File: config.mk
export PLATFORM = sky130hd
export DESIGN_NAME = perf_event_select_decoder
export DESIGN_NICKNAME = d
export VERILOG_FILES = /design/src/perf_sel_pkg.sv /design/src/evt_qual_match.sv /design/src/counter_route.sv /design/src/perf_event_select_decoder.sv
export SDC_FILE = /design/constraint.sdc
export NUM_CORES = 1
export LEC_CHECK = 0
export BUFFER_PORTS_ARGS = -buffer_cell sky130_fd_sc_hd__buf_2
export CAP_MARGIN = 20
export CORE_AREA = 4 4 130 132
export DETAILED_ROUTE_END_ITERATION = 16
export DIE_AREA = 0 0 134 136
export SYNTH_ARGS = -nofsm -noshare
export SYNTH_HDL_FRONTEND = slang
export SYNTH_SLANG_ARGS = --single-unit
File: constraint.sdc
create_clock -name i_clock -period 0.8 [get_ports i_clock]
set_input_delay 0.08 -clock i_clock [delete_from_list [all_inputs] [get_ports i_clock]]
set_output_delay 0.08 -clock i_clock [all_outputs]
set_load 0.02 [all_outputs]
File: src/perf_sel_pkg.sv
package perf_sel_pkg;

    // ==========================================================
    // control register fields
    localparam int EVT_SEL_HI = 31;
    localparam int EVT_SEL_LO = 25;
    localparam int EVT_MASK_HI = 24;
    localparam int EVT_MASK_LO = 9;
    localparam int EVT_SEL_W = EVT_SEL_HI - EVT_SEL_LO + 1;
    localparam int EVT_MASK_W = EVT_MASK_HI - EVT_MASK_LO + 1;
    localparam int CFG_SEL_W = 3;
    localparam int NUM_COUNTERS = 12;

    // ==========================================================
    // event select codes
    localparam logic [6:0] SEL_FETCH_REQ = 7'h03;
    localparam logic [6:0] SEL_XLATE_LOOKUP = 7'h18;
    localparam logic [6:0] SEL_MEM_CANCEL = 7'h02;
    localparam logic [6:0] SEL_MEM_COMPLETE = 7'h08;
    localparam logic [6:0] SEL_LOAD_REPLAY = 7'h04;
    // no second event on this unit; code never matches a valid field
    localparam logic [6:0] SEL_NONE = 7'h7f;

    // ==========================================================
    // counter configuration select codes
    localparam logic [2:0] CFG_FETCH = 3'h0;
    localparam logic [2:0] CFG_XLATE = 3'h3;
    localparam logic [2:0] CFG_CANCEL = 3'h5;
    localparam logic [2:0] CFG_SPLIT = 3'h2;

    // ==========================================================
    // event mask bit positions
    localparam int MB_TRACE_MISS = 0;
    localparam int MB_XLATE_HIT = 0;
    localparam int MB_XLATE_MISS = 1;
    localparam int MB_UNCACHEABLE_HIT = 2;
    localparam int MB_STORE_BUF_FULL = 2;
    localparam int MB_ALL_CACHE_MISS = 7;
    localparam int MB_LOAD_SPLIT_DONE = 0;
    localparam int MB_STORE_SPLIT_DONE = 1;
    localparam int MB_SPLIT_LOAD = 1;

    // ==========================================================
    // reset values
    localparam logic [NUM_COUNTERS-1:0] INC_RST = 12'h000;

    // ==========================================================
    // carriers
    typedef struct packed {
        logic enable;
        logic [CFG_SEL_W-1:0] sel;
    } counter_cfg_s;

    typedef struct packed {
        logic trace_lookup_miss;
        logic xlate_hit;
        logic xlate_miss;
        logic xlate_uncacheable_hit;
        logic store_buffer_full;
        logic all_cache_miss;
        logic uncacheable_access;
        logic load_split_done;
        logic load_uncacheable_wc;
        logic store_split_done;
        logic split_load_replay;
    } occurrence_s;

    function automatic logic [EVT_SEL_W-1:0] evt_sel(input logic [31:0] ctrl);
        evt_sel = ctrl[EVT_SEL_HI:EVT_SEL_LO];
    endfunction

    function automatic logic [EVT_MASK_W-1:0] evt_mask(input logic [31:0] ctrl);
        evt_mask = ctrl[EVT_MASK_HI:EVT_MASK_LO];
    endfunction

endpackage

File: src/evt_qual_match.sv
`timescale 1ns/1ps
`default_nettype none

// one control register: match its event code and any selected qualifier
module evt_qual_match #(
    parameter logic [6:0] CODE_A = 7'h00,
    parameter logic [6:0] CODE_B = 7'h7f
) (
    // control register image
    input wire logic [31:0] i_ctrl,
    // qualifier strobes aligned to mask bits
    input wire logic [15:0] i_qual_a,
    input wire logic [15:0] i_qual_b,
    // result
    output logic o_hit
);
    logic [6:0] sel;
    logic [15:0] mask;
    logic hit_a;
    logic hit_b;

    assign sel = perf_sel_pkg::evt_sel(i_ctrl);
    assign mask = perf_sel_pkg::evt_mask(i_ctrl);
    // any selected qualifier gives a single increment
    assign hit_a = (sel == CODE_A) && |(mask & i_qual_a);
    assign hit_b = (sel == CODE_B) && |(mask & i_qual_b);
    assign o_hit = hit_a | hit_b;
endmodule

`default_nettype wire

File: src/counter_route.sv
`timescale 1ns/1ps
`default_nettype none

// one counter: pick which unit feeds it by its configuration select
module counter_route #(
    parameter logic [2:0] CFG_A = 3'h0,
    parameter logic [2:0] CFG_B = 3'h3
) (
    // counter configuration
    input wire perf_sel_pkg::counter_cfg_s i_cfg,
    // matches from the two units wired to this counter
    input wire logic i_hit_a,
    input wire logic i_hit_b,
    // results
    output logic o_inc,
    output logic o_bad_cfg
);
    logic pick_a;
    logic pick_b;

    assign pick_a = i_cfg.sel == CFG_A;
    assign pick_b = i_cfg.sel == CFG_B;
    assign o_inc = i_cfg.enable && ((pick_a && i_hit_a) || (pick_b && i_hit_b));
    // a select naming a unit not wired here never counts
    assign o_bad_cfg = i_cfg.enable && !pick_a && !pick_b;
endmodule

`default_nettype wire

File: src/perf_event_select_decoder.sv
`timescale 1ns/1ps
`default_nettype none

module perf_event_select_decoder #(
    parameter int NUM_CTR = perf_sel_pkg::NUM_COUNTERS
) (
    // clock and reset
    input wire logic i_clock,
    input wire logic i_sys_rst,
    // event select control registers, two per unit
    input wire logic [1:0][31:0] i_fetch_ctrl,
    input wire logic [1:0][31:0] i_xlate_ctrl,
    input wire logic [1:0][31:0] i_cancel_ctrl,
    input wire logic [1:0][31:0] i_split_ctrl,
    // counter configuration control registers
    input wire perf_sel_pkg::counter_cfg_s [NUM_CTR-1:0] i_counter_cfg,
    // occurrence strobes from the pipeline, same clock
    input wire perf_sel_pkg::occurrence_s i_occ,
    // increment pulses and configuration status
    output logic [NUM_CTR-1:0] o_count_inc,
    output logic [NUM_CTR-1:0] o_cfg_error
);

    // ==========================================================
    // qualifier vectors aligned to mask bits
    logic [15:0] q_fetch;
    logic [15:0] q_xlate;
    logic [15:0] q_cancel;
    logic [15:0] q_complete;
    logic [15:0] q_replay;
    logic load_split_clean;

    always_comb begin
        q_fetch = 16'h0000;
        q_fetch[perf_sel_pkg::MB_TRACE_MISS] = i_occ.trace_lookup_miss;
    end

    // page size is not seen here: each reference is one small-page lookup
    always_comb begin
        q_xlate = 16'h0000;
        q_xlate[perf_sel_pkg::MB_XLATE_HIT] = i_occ.xlate_hit;
        q_xlate[perf_sel_pkg::MB_XLATE_MISS] = i_occ.xlate_miss;
        q_xlate[perf_sel_pkg::MB_UNCACHEABLE_HIT] = i_occ.xlate_uncacheable_hit;
    end

    always_comb begin
        q_cancel = 16'h0000;
        q_cancel[perf_sel_pkg::MB_STORE_BUF_FULL] = i_occ.store_buffer_full;
        // uncacheable memory never hits, so it joins the miss count
        q_cancel[perf_sel_pkg::MB_ALL_CACHE_MISS] =
            i_occ.all_cache_miss | i_occ.uncacheable_access;
    end

    assign load_split_clean = i_occ.load_split_done && !i_occ.load_uncacheable_wc;

    always_comb begin
        q_complete = 16'h0000;
        q_complete[perf_sel_pkg::MB_LOAD_SPLIT_DONE] = load_split_clean;
        q_complete[perf_sel_pkg::MB_STORE_SPLIT_DONE] = i_occ.store_split_done;
    end

    always_comb begin
        q_replay = 16'h0000;
        q_replay[perf_sel_pkg::MB_SPLIT_LOAD] = i_occ.split_load_replay;
    end

    // ==========================================================
    // per control register event match
    logic [1:0] hit_fetch;
    logic [1:0] hit_xlate;
    logic [1:0] hit_cancel;
    logic [1:0] hit_split;

    for (genvar e = 0; e < 2; e++) begin : g_ctrl
        evt_qual_match #(
            .CODE_A(perf_sel_pkg::SEL_FETCH_REQ),
            .CODE_B(perf_sel_pkg::SEL_NONE)
        ) u_fetch (
            .i_ctrl(i_fetch_ctrl[e]),
            .i_qual_a(q_fetch),
            .i_qual_b(16'h0000),
            .o_hit(hit_fetch[e])
        );

        evt_qual_match #(
            .CODE_A(perf_sel_pkg::SEL_XLATE_LOOKUP),
            .CODE_B(perf_sel_pkg::SEL_NONE)
        ) u_xlate (
            .i_ctrl(i_xlate_ctrl[e]),
            .i_qual_a(q_xlate),
            .i_qual_b(16'h0000),
            .o_hit(hit_xlate[e])
        );

        evt_qual_match #(
            .CODE_A(perf_sel_pkg::SEL_MEM_CANCEL),
            .CODE_B(perf_sel_pkg::SEL_NONE)
        ) u_cancel (
            .i_ctrl(i_cancel_ctrl[e]),
            .i_qual_a(q_cancel),
            .i_qual_b(16'h0000),
            .o_hit(hit_cancel[e])
        );

        // one register serves completions and replays by its code
        evt_qual_match #(
            .CODE_A(perf_sel_pkg::SEL_MEM_COMPLETE),
            .CODE_B(perf_sel_pkg::SEL_LOAD_REPLAY)
        ) u_split (
            .i_ctrl(i_split_ctrl[e]),
            .i_qual_a(q_complete),
            .i_qual_b(q_replay),
            .o_hit(hit_split[e])
        );
    end

    // ==========================================================
    // counter routing
    logic [NUM_CTR-1:0] inc_d;
    logic [NUM_CTR-1:0] bad_d;
    logic [NUM_CTR-1:0] inc_q;
    logic [NUM_CTR-1:0] bad_q;

    for (genvar c = 0; c < NUM_CTR; c++) begin : g_ctr
        // counters 0,1 and 8,9 take the first register, 2,3 and 10,11 the second
        localparam int R = (c / 2) % 2;
        if (c < 4) begin : g_front
            counter_route #(
                .CFG_A(perf_sel_pkg::CFG_FETCH),
                .CFG_B(perf_sel_pkg::CFG_XLATE)
            ) u_route (
                .i_cfg(i_counter_cfg[c]),
                .i_hit_a(hit_fetch[R]),
                .i_hit_b(hit_xlate[R]),
                .o_inc(inc_d[c]),
                .o_bad_cfg(bad_d[c])
            );
        end else if (c >= 8) begin : g_mem
            counter_route #(
                .CFG_A(perf_sel_pkg::CFG_CANCEL),
                .CFG_B(perf_sel_pkg::CFG_SPLIT)
            ) u_route (
                .i_cfg(i_counter_cfg[c]),
                .i_hit_a(hit_cancel[R]),
                .i_hit_b(hit_split[R]),
                .o_inc(inc_d[c]),
                .o_bad_cfg(bad_d[c])
            );
        end else begin : g_none
            // counters 4-7 carry none of these events
            assign inc_d[c] = 1'b0;
            assign bad_d[c] = i_counter_cfg[c].enable;
        end
    end

    always_ff @(posedge i_clock or posedge i_sys_rst) begin
        if (i_sys_rst) begin
            inc_q <= perf_sel_pkg::INC_RST;
            bad_q <= perf_sel_pkg::INC_RST;
        end else begin
            inc_q <= inc_d;
            bad_q <= bad_d;
        end
    end

    assign o_count_inc = inc_q;
    assign o_cfg_error = bad_q;

    // ==========================================================
    // checks
    logic f0_armed;
    logic x2_hit_armed;
    logic c8_buf_armed;
    logic c10_miss_armed;
    logic s9_load_armed;
    logic s11_store_armed;
    logic r8_replay_armed;

    assign f0_armed = i_counter_cfg[0].enable
        && i_counter_cfg[0].sel == perf_sel_pkg::CFG_FETCH
        && perf_sel_pkg::evt_sel(i_fetch_ctrl[0]) == perf_sel_pkg::SEL_FETCH_REQ
        && i_fetch_ctrl[0][perf_sel_pkg::EVT_MASK_LO + perf_sel_pkg::MB_TRACE_MISS];
    assign x2_hit_armed = i_counter_cfg[2].enable
        && i_counter_cfg[2].sel == perf_sel_pkg::CFG_XLATE
        && perf_sel_pkg::evt_sel(i_xlate_ctrl[1]) == perf_sel_pkg::SEL_XLATE_LOOKUP
        && i_xlate_ctrl[1][perf_sel_pkg::EVT_MASK_LO + perf_sel_pkg::MB_XLATE_HIT];
    assign c8_buf_armed = i_counter_cfg[8].enable
        && i_counter_cfg[8].sel == perf_sel_pkg::CFG_CANCEL
        && perf_sel_pkg::evt_sel(i_cancel_ctrl[0]) == perf_sel_pkg::SEL_MEM_CANCEL
        && i_cancel_ctrl[0][perf_sel_pkg::EVT_MASK_LO + perf_sel_pkg::MB_STORE_BUF_FULL];
    assign c10_miss_armed = i_counter_cfg[10].enable
        && i_counter_cfg[10].sel == perf_sel_pkg::CFG_CANCEL
        && perf_sel_pkg::evt_sel(i_cancel_ctrl[1]) == perf_sel_pkg::SEL_MEM_CANCEL
        && i_cancel_ctrl[1][perf_sel_pkg::EVT_MASK_LO + perf_sel_pkg::MB_ALL_CACHE_MISS];
    assign s9_load_armed = i_counter_cfg[9].enable
        && i_counter_cfg[9].sel == perf_sel_pkg::CFG_SPLIT
        && perf_sel_pkg::evt_sel(i_split_ctrl[0]) == perf_sel_pkg::SEL_MEM_COMPLETE
        && i_split_ctrl[0][perf_sel_pkg::EVT_MASK_LO + perf_sel_pkg::MB_LOAD_SPLIT_DONE];
    assign s11_store_armed = i_counter_cfg[11].enable
        && i_counter_cfg[11].sel == perf_sel_pkg::CFG_SPLIT
        && perf_sel_pkg::evt_sel(i_split_ctrl[1]) == perf_sel_pkg::SEL_MEM_COMPLETE
        && i_split_ctrl[1][perf_sel_pkg::EVT_MASK_LO + perf_sel_pkg::MB_STORE_SPLIT_DONE];
    assign r8_replay_armed = i_counter_cfg[8].enable
        && i_counter_cfg[8].sel == perf_sel_pkg::CFG_SPLIT
        && perf_sel_pkg::evt_sel(i_split_ctrl[0]) == perf_sel_pkg::SEL_LOAD_REPLAY
        && i_split_ctrl[0][perf_sel_pkg::EVT_MASK_LO + perf_sel_pkg::MB_SPLIT_LOAD];
endmodule

`default_nettype wire

**After elaboration in Yosys (flattened, before gate mapping)**

Index checks and enable logic that the tools add are counted.

- Register bits after elaboration: 20
- Input port bits: 317
- Output and inout port bits: 24
- Logic and storage cells: 127

- Equality and inequality tests: 22
- Bitwise operators: 13
- Reductions and logical operators: 90

Operators by type and width:

| operator | number |
|---|---|
| 16-bit OR reduction | 10 |
| 16-bit by 2-bit bitwise AND with 16-bit output | 4 |
| 1-bit logical AND | 51 |
| 16-bit by 1-bit bitwise AND with 16-bit output | 2 |
| 16-bit by 3-bit bitwise AND with 16-bit output | 2 |
| 16-bit by 8-bit bitwise AND with 16-bit output | 2 |
| 7-bit by 2-bit == test with 1-bit output, second input constant | 4 |
| 3-bit by 2-bit == test with 1-bit output, second input constant | 8 |
| 1-bit zero test | 17 |
| 7-bit by 3-bit == test with 1-bit output, second input constant | 2 |
| 7-bit by 4-bit == test with 1-bit output, second input constant | 2 |
| 7-bit by 5-bit == test with 1-bit output, second input constant | 2 |
| 3-bit == test, second input constant | 4 |
| 3-bit zero test | 4 |
| 1-bit logical OR | 8 |
| 1-bit OR | 3 |

**Depth between registers and ports, before layout**

- Depth after elaboration: 9
- Gate-level depth with buffers: 4
- Gate-level depth less buffers: 4

**Modules after synthesis**

A second synthesis with hierarchy kept.

- Cell total of the unflattened synthesis: 278
- Area, all modules: 2600.0 sq um

Modules (own cells, without submodules):

| module | instances | cells an instance | area an instance (sq um) | sequential area each (sq um) |
|---|---|---|---|---|
| evt_qual_match (g_ctrl[0].u_fetch ...) | 4 | 27 | 222.7 | 0.0 |
| perf_event_select_decoder | 1 | 28 | 550.5 | 500.5 |
| evt_qual_match (g_ctrl[0].u_cancel ...) | 2 | 24 | 202.7 | 0.0 |
| evt_qual_match (g_ctrl[0].u_split ...) | 2 | 23 | 198.9 | 0.0 |
| counter_route (g_ctr[10].g_mem.u_route ...) | 4 | 6 | 47.5 | 0.0 |
| counter_route (g_ctr[0].g_front.u_route ...) | 4 | 6 | 41.3 | 0.0 |

**Worst setup path before layout**

Ideal clock, no wire load.

- Path kind: in2reg
- Start: in i_cancel_ctrl[25] in the netlist's numbering
- End: reg inc_q[8], in the netlist o_count_inc[8]
- Setup time: 0.068 ns
- Arrival time: 1.127 ns
- Required time: 0.732 ns
- Path slack: -0.394 ns
- Stages: 3
- Path buffers: 0
- Cells stage by stage: or4_1 -> a2111oi_2 -> a32o_1

- Word-level cells in the longest chain between the ends: 5

Ends and longest elaborated chain:

| item | line | RTL |
|---|---|---|
| start: declaration | perf_event_select_decoder.sv:13 | `input wire logic [1:0][31:0] i_cancel_ctrl,` |
| 7-bit by 2-bit == test with 1-bit output | - |  |
| 1-bit logical AND | evt_qual_match.sv:25 | `assign hit_a = (sel == CODE_A) && \|(mask & i_qual_a);` |
| 1-bit logical AND | counter_route.sv:23 | `assign o_inc = i_cfg.enable && ((pick_a && i_hit_a) \|\| (pick_b && i_hit_b));` |
| 1-bit logical OR | counter_route.sv:23 |  |
| 1-bit logical AND | counter_route.sv:23 |  |
| net g_ctr[8].g_mem.u_route.o_inc | counter_route.sv:15 | `output logic o_inc,` |
| end signal: assignment | perf_event_select_decoder.sv:158 | `inc_q <= perf_sel_pkg::INC_RST;` |
| end signal: assignment | perf_event_select_decoder.sv:161 | `inc_q <= inc_d;` |
| end: declaration | perf_event_select_decoder.sv:121 | `logic [NUM_CTR-1:0] inc_q;` |

The timed path passes the listed nets, and every way through them passes these cells.

**Worst setup path after layout**

- Start: in i_cancel_ctrl[57] in the netlist's numbering
- End: reg inc_q[10], in the netlist o_count_inc[10]

- Word-level cells in the longest chain between the ends: 5

Ends and longest elaborated chain:

| item | line |
|---|---|
| 7-bit by 2-bit == test with 1-bit output | - |
| 1-bit logical AND | evt_qual_match.sv:25 |
| 1-bit logical AND | counter_route.sv:23 |
| 1-bit logical OR | counter_route.sv:23 |
| 1-bit logical AND | counter_route.sv:23 |
| net g_ctr[10].g_mem.u_route.o_inc | counter_route.sv:15 |

The timed path passes the listed nets, and every way through them passes these cells.

==> results by group <==
Placement
  • Pre-CTS setup slack: -645 ps
  • Final GP Congestion: roughly 0.72
  • Post-DP HPWL: roughly 5200 um
  • # port buffers: 140
  • Post-placement cell count: between 400 and 500

Critical path
  • Critical Path AT: between 1000 and 1500 ps
  • Max FO, Critical Path: 2
  • Crit Path Category: in2reg
  • Kind of start point of the critical path: input port
  • Worst setup EP type: flop
  • Worst path required time: ~1000 ps

Timing
  • Max-slew violations: 0
  • Part of the cycle the worst path needs: 141%
  • Hold Vio Cnt, Final: 0
  • WHS: 45.5 ps
  • Crit path setup slack, layout: -332 ps
  • Max Clk Rate: between 800 and 900 MHz
  • RSZ-0062 raised after global routing: yes
  • Fin Setup TNS: -2820 ps
  • Min Tclk post-route: 1130 ps
  • Setup violations, final: 28

Clock network
  • CTS Sinks: 20
  • Total setup buffers inserted after CTS: 0
  • Longest Clk Path Bufs: 2
  • CTS tree: done
  • Cts bufs inserted: 3
  • Root Buffer: clkbuf_16
  • Clock slew seen by the registers of the worst setup and hold paths: around 60 ps
  • # H-tree levels: 1

Finish
  • Commonest non-fill, non-tap cell in the layout: buf_2
  • Fin util: between 15 and 20%
  • Area Overhead vs Synth: 122%
  • Most frequent cells in the layout: 114 x buf_2, 25 x buf_6, 20 x nand2_1, 20 x dfrtp_1, 14 x nor2_1
  • ANT cells: 0
  • Share of cells above drive strength 1: ~58%
  • Final Net Count: between 500 and 600
  • Final non-filler cell total: a little under 500

Floorplan
  • Core area: around 16000 sq um
  • Chip Width: ~130 um
  • Die area: 18200 sq um
  • # rows: 46
  • Io pins: between 300 and 400
  • Die height: between 100 and 150 um
  • Starting Density: under 10%

Synth
  • Cell Area, Synth: around 1200 sq um
  • YS warnings: 0
  • FFs w/ async S/R, synth: 100%
  • Post-synth top flop: dfrtp_1
  • Cells after synthesis: about 120
  • Netlist cell types: 31
  • Sequential fraction of the synthesis area: about 43%
  • Yosys reg bits: 20
  • Synth top area share: 43.4%
  • Avg Inst Size Synth: about 9.4 sq um
  • Post-synth top area cell: dfrtp_1
  • Leading cell types by total area after synthesis: dfrtp_1 43%, nand2_1 6.5%, nor2_1 4.6%
  • EDFF count, synth: 0

GRT
  • Vias in the first global route: ~1500
  • GR Overflow Total: 0
  • Largest net degree at the start of global routing: 21
  • Global router's overall resource usage: 6.21%
  • First-pass GRT wire length: 8450 um
  • Initial antenna violation count: 0

Drt
  • Vias per cell: 3.01
  • # DRC: 0
  • Top layer in use: met4
  • Routed Wire Length: 5900 um
  • Post-Route M1 WL: 2550 um
  • Starting DRC count in detailed routing: 58
  • Pre-antenna DRT Iters: 4
  • Vias after detailed routing: about 1500
  • Post-detailed-route wirelength per cell: around 12 um
  • Met3 WL post-DR: around 570 um
  • Number of routed nets with antenna violations: 0
  • Routed wl met2: between 2000 and 3000 um

Pwr
  • Max IR drop VDD: roughly 0.62 mV
  • Cell leakage power: roughly 1.2 nW
  • Power Density: approximately 1300 nW/um^2

Run status
  • Status: finished, violations left
  • Violated checks: setup timing

Job
  • Max-cap violations: 0

Min path
  • Hold Path Class: in2reg
-- per-layer routing --
metal / up-vias / GRT usage (%)
met5: - / 0
met4: 0 / 2.23
met3: 2 / 2.74
met2: 59 / 9.32
met1: 666 / 7.90
li1: 753 / -
-- power breakdown --
part | internal [mW] | total, mW | leakage [nW] | switching, mW
combinational | 0.427 | 0.768 | 0.885 | 0.341
clock | 0.993 | 1.38 | 0.0511 | 0.389
sequential | 1.05 | 1.08 | 0.257 | 0.0234
total | 2.47 | 3.23 | 1.19 | 0.754
-- area by class of cell --
type | count | area (sq um)
clock inverters | 1 | 30.0
fillers | 1765 | 13200
repair buffers | 151 | 972
clock buffers | 3 | 75.1
multi-input cells | 99 | 702
inverters | 2 | 7.51
flip-flops and latches | 20 | 500
well taps | 216 | 270
-- Yosys cell counts (2+ instances only) --
| library cell | n |
|---|---|
| nor2_1 | 14 |
| nand4b_1 | 3 |
| a21oi_1 | 2 |
| a2bb2oi_1 | 2 |
| nand2b_1 | 5 |
| nand4_1 | 3 |
| or4_1 | 4 |
| a2111oi_2 | 2 |
| a211oi_1 | 2 |
| nand3b_1 | 2 |
| o211a_1 | 4 |
| o21a_1 | 4 |
| nor3b_1 | 2 |
| xor2_1 | 4 |
| nand3_1 | 3 |
| dfrtp_1 | 20 |
| o21ai_0 | 5 |
| a21boi_1 | 3 |
| nand2_1 | 20 |
| a222oi_1 | 2 |
| nor4b_1 | 2 |
| buf_4 | 4 |
| inv_1 | 2 |
-- registers in the layout (all words and copies together) (netlist names) --
| name | cells |
|---|---|
| o_cfg_error | 12 |
| o_count_inc | 8 |
-- critical path, stage by stage --
cell and delay (ps):
buf_6 90, or4_4 540, a2111oi_4 360, nand2_1 90
a21boi_1 150
-- worst paths after layout --
check,from,endpoint,slack (ps),cells after the start
max,i_cancel_ctrl[57],o_count_inc[10],-330,5
min,i_counter_cfg[7],o_cfg_error[1],50,2
max in group asynchronous,i_sys_rst,o_count_inc[3],240,4
min in group asynchronous,i_sys_rst,o_cfg_error[9],410,4
-- repair_timing --
action | 4_1_cts | 5_1_grt
resized for setup | 49 | 2
hold endpoints to repair | 26 | 0
pin swaps | 6 | 1
hold buffers | 7 | 0
setup endpoints to repair | 28 | 29
-- cell families after synthesis --
logic type,count (synthesis),synth area share (%)
AOI/OAI and AO/OA,27,19.1
xor gates and xnor gates,4,3.04
buffers and inverters,6,3.26
DFF,20,43.4
other,1,0.325
and+or+nand+nor,64,30.8
-- metrics by stage --
step | total power, mW | area [sq um]
after floorplan | 1.33 | 1210
after global placement | 1.76 | 2200
after detailed placement | 1.76 | 2200
after CTS | 3.30 | 2550
after global routing | 3.43 | 2560
final | 3.23 | 2560
No activity file was read; power rests on OpenSTA's default activity.
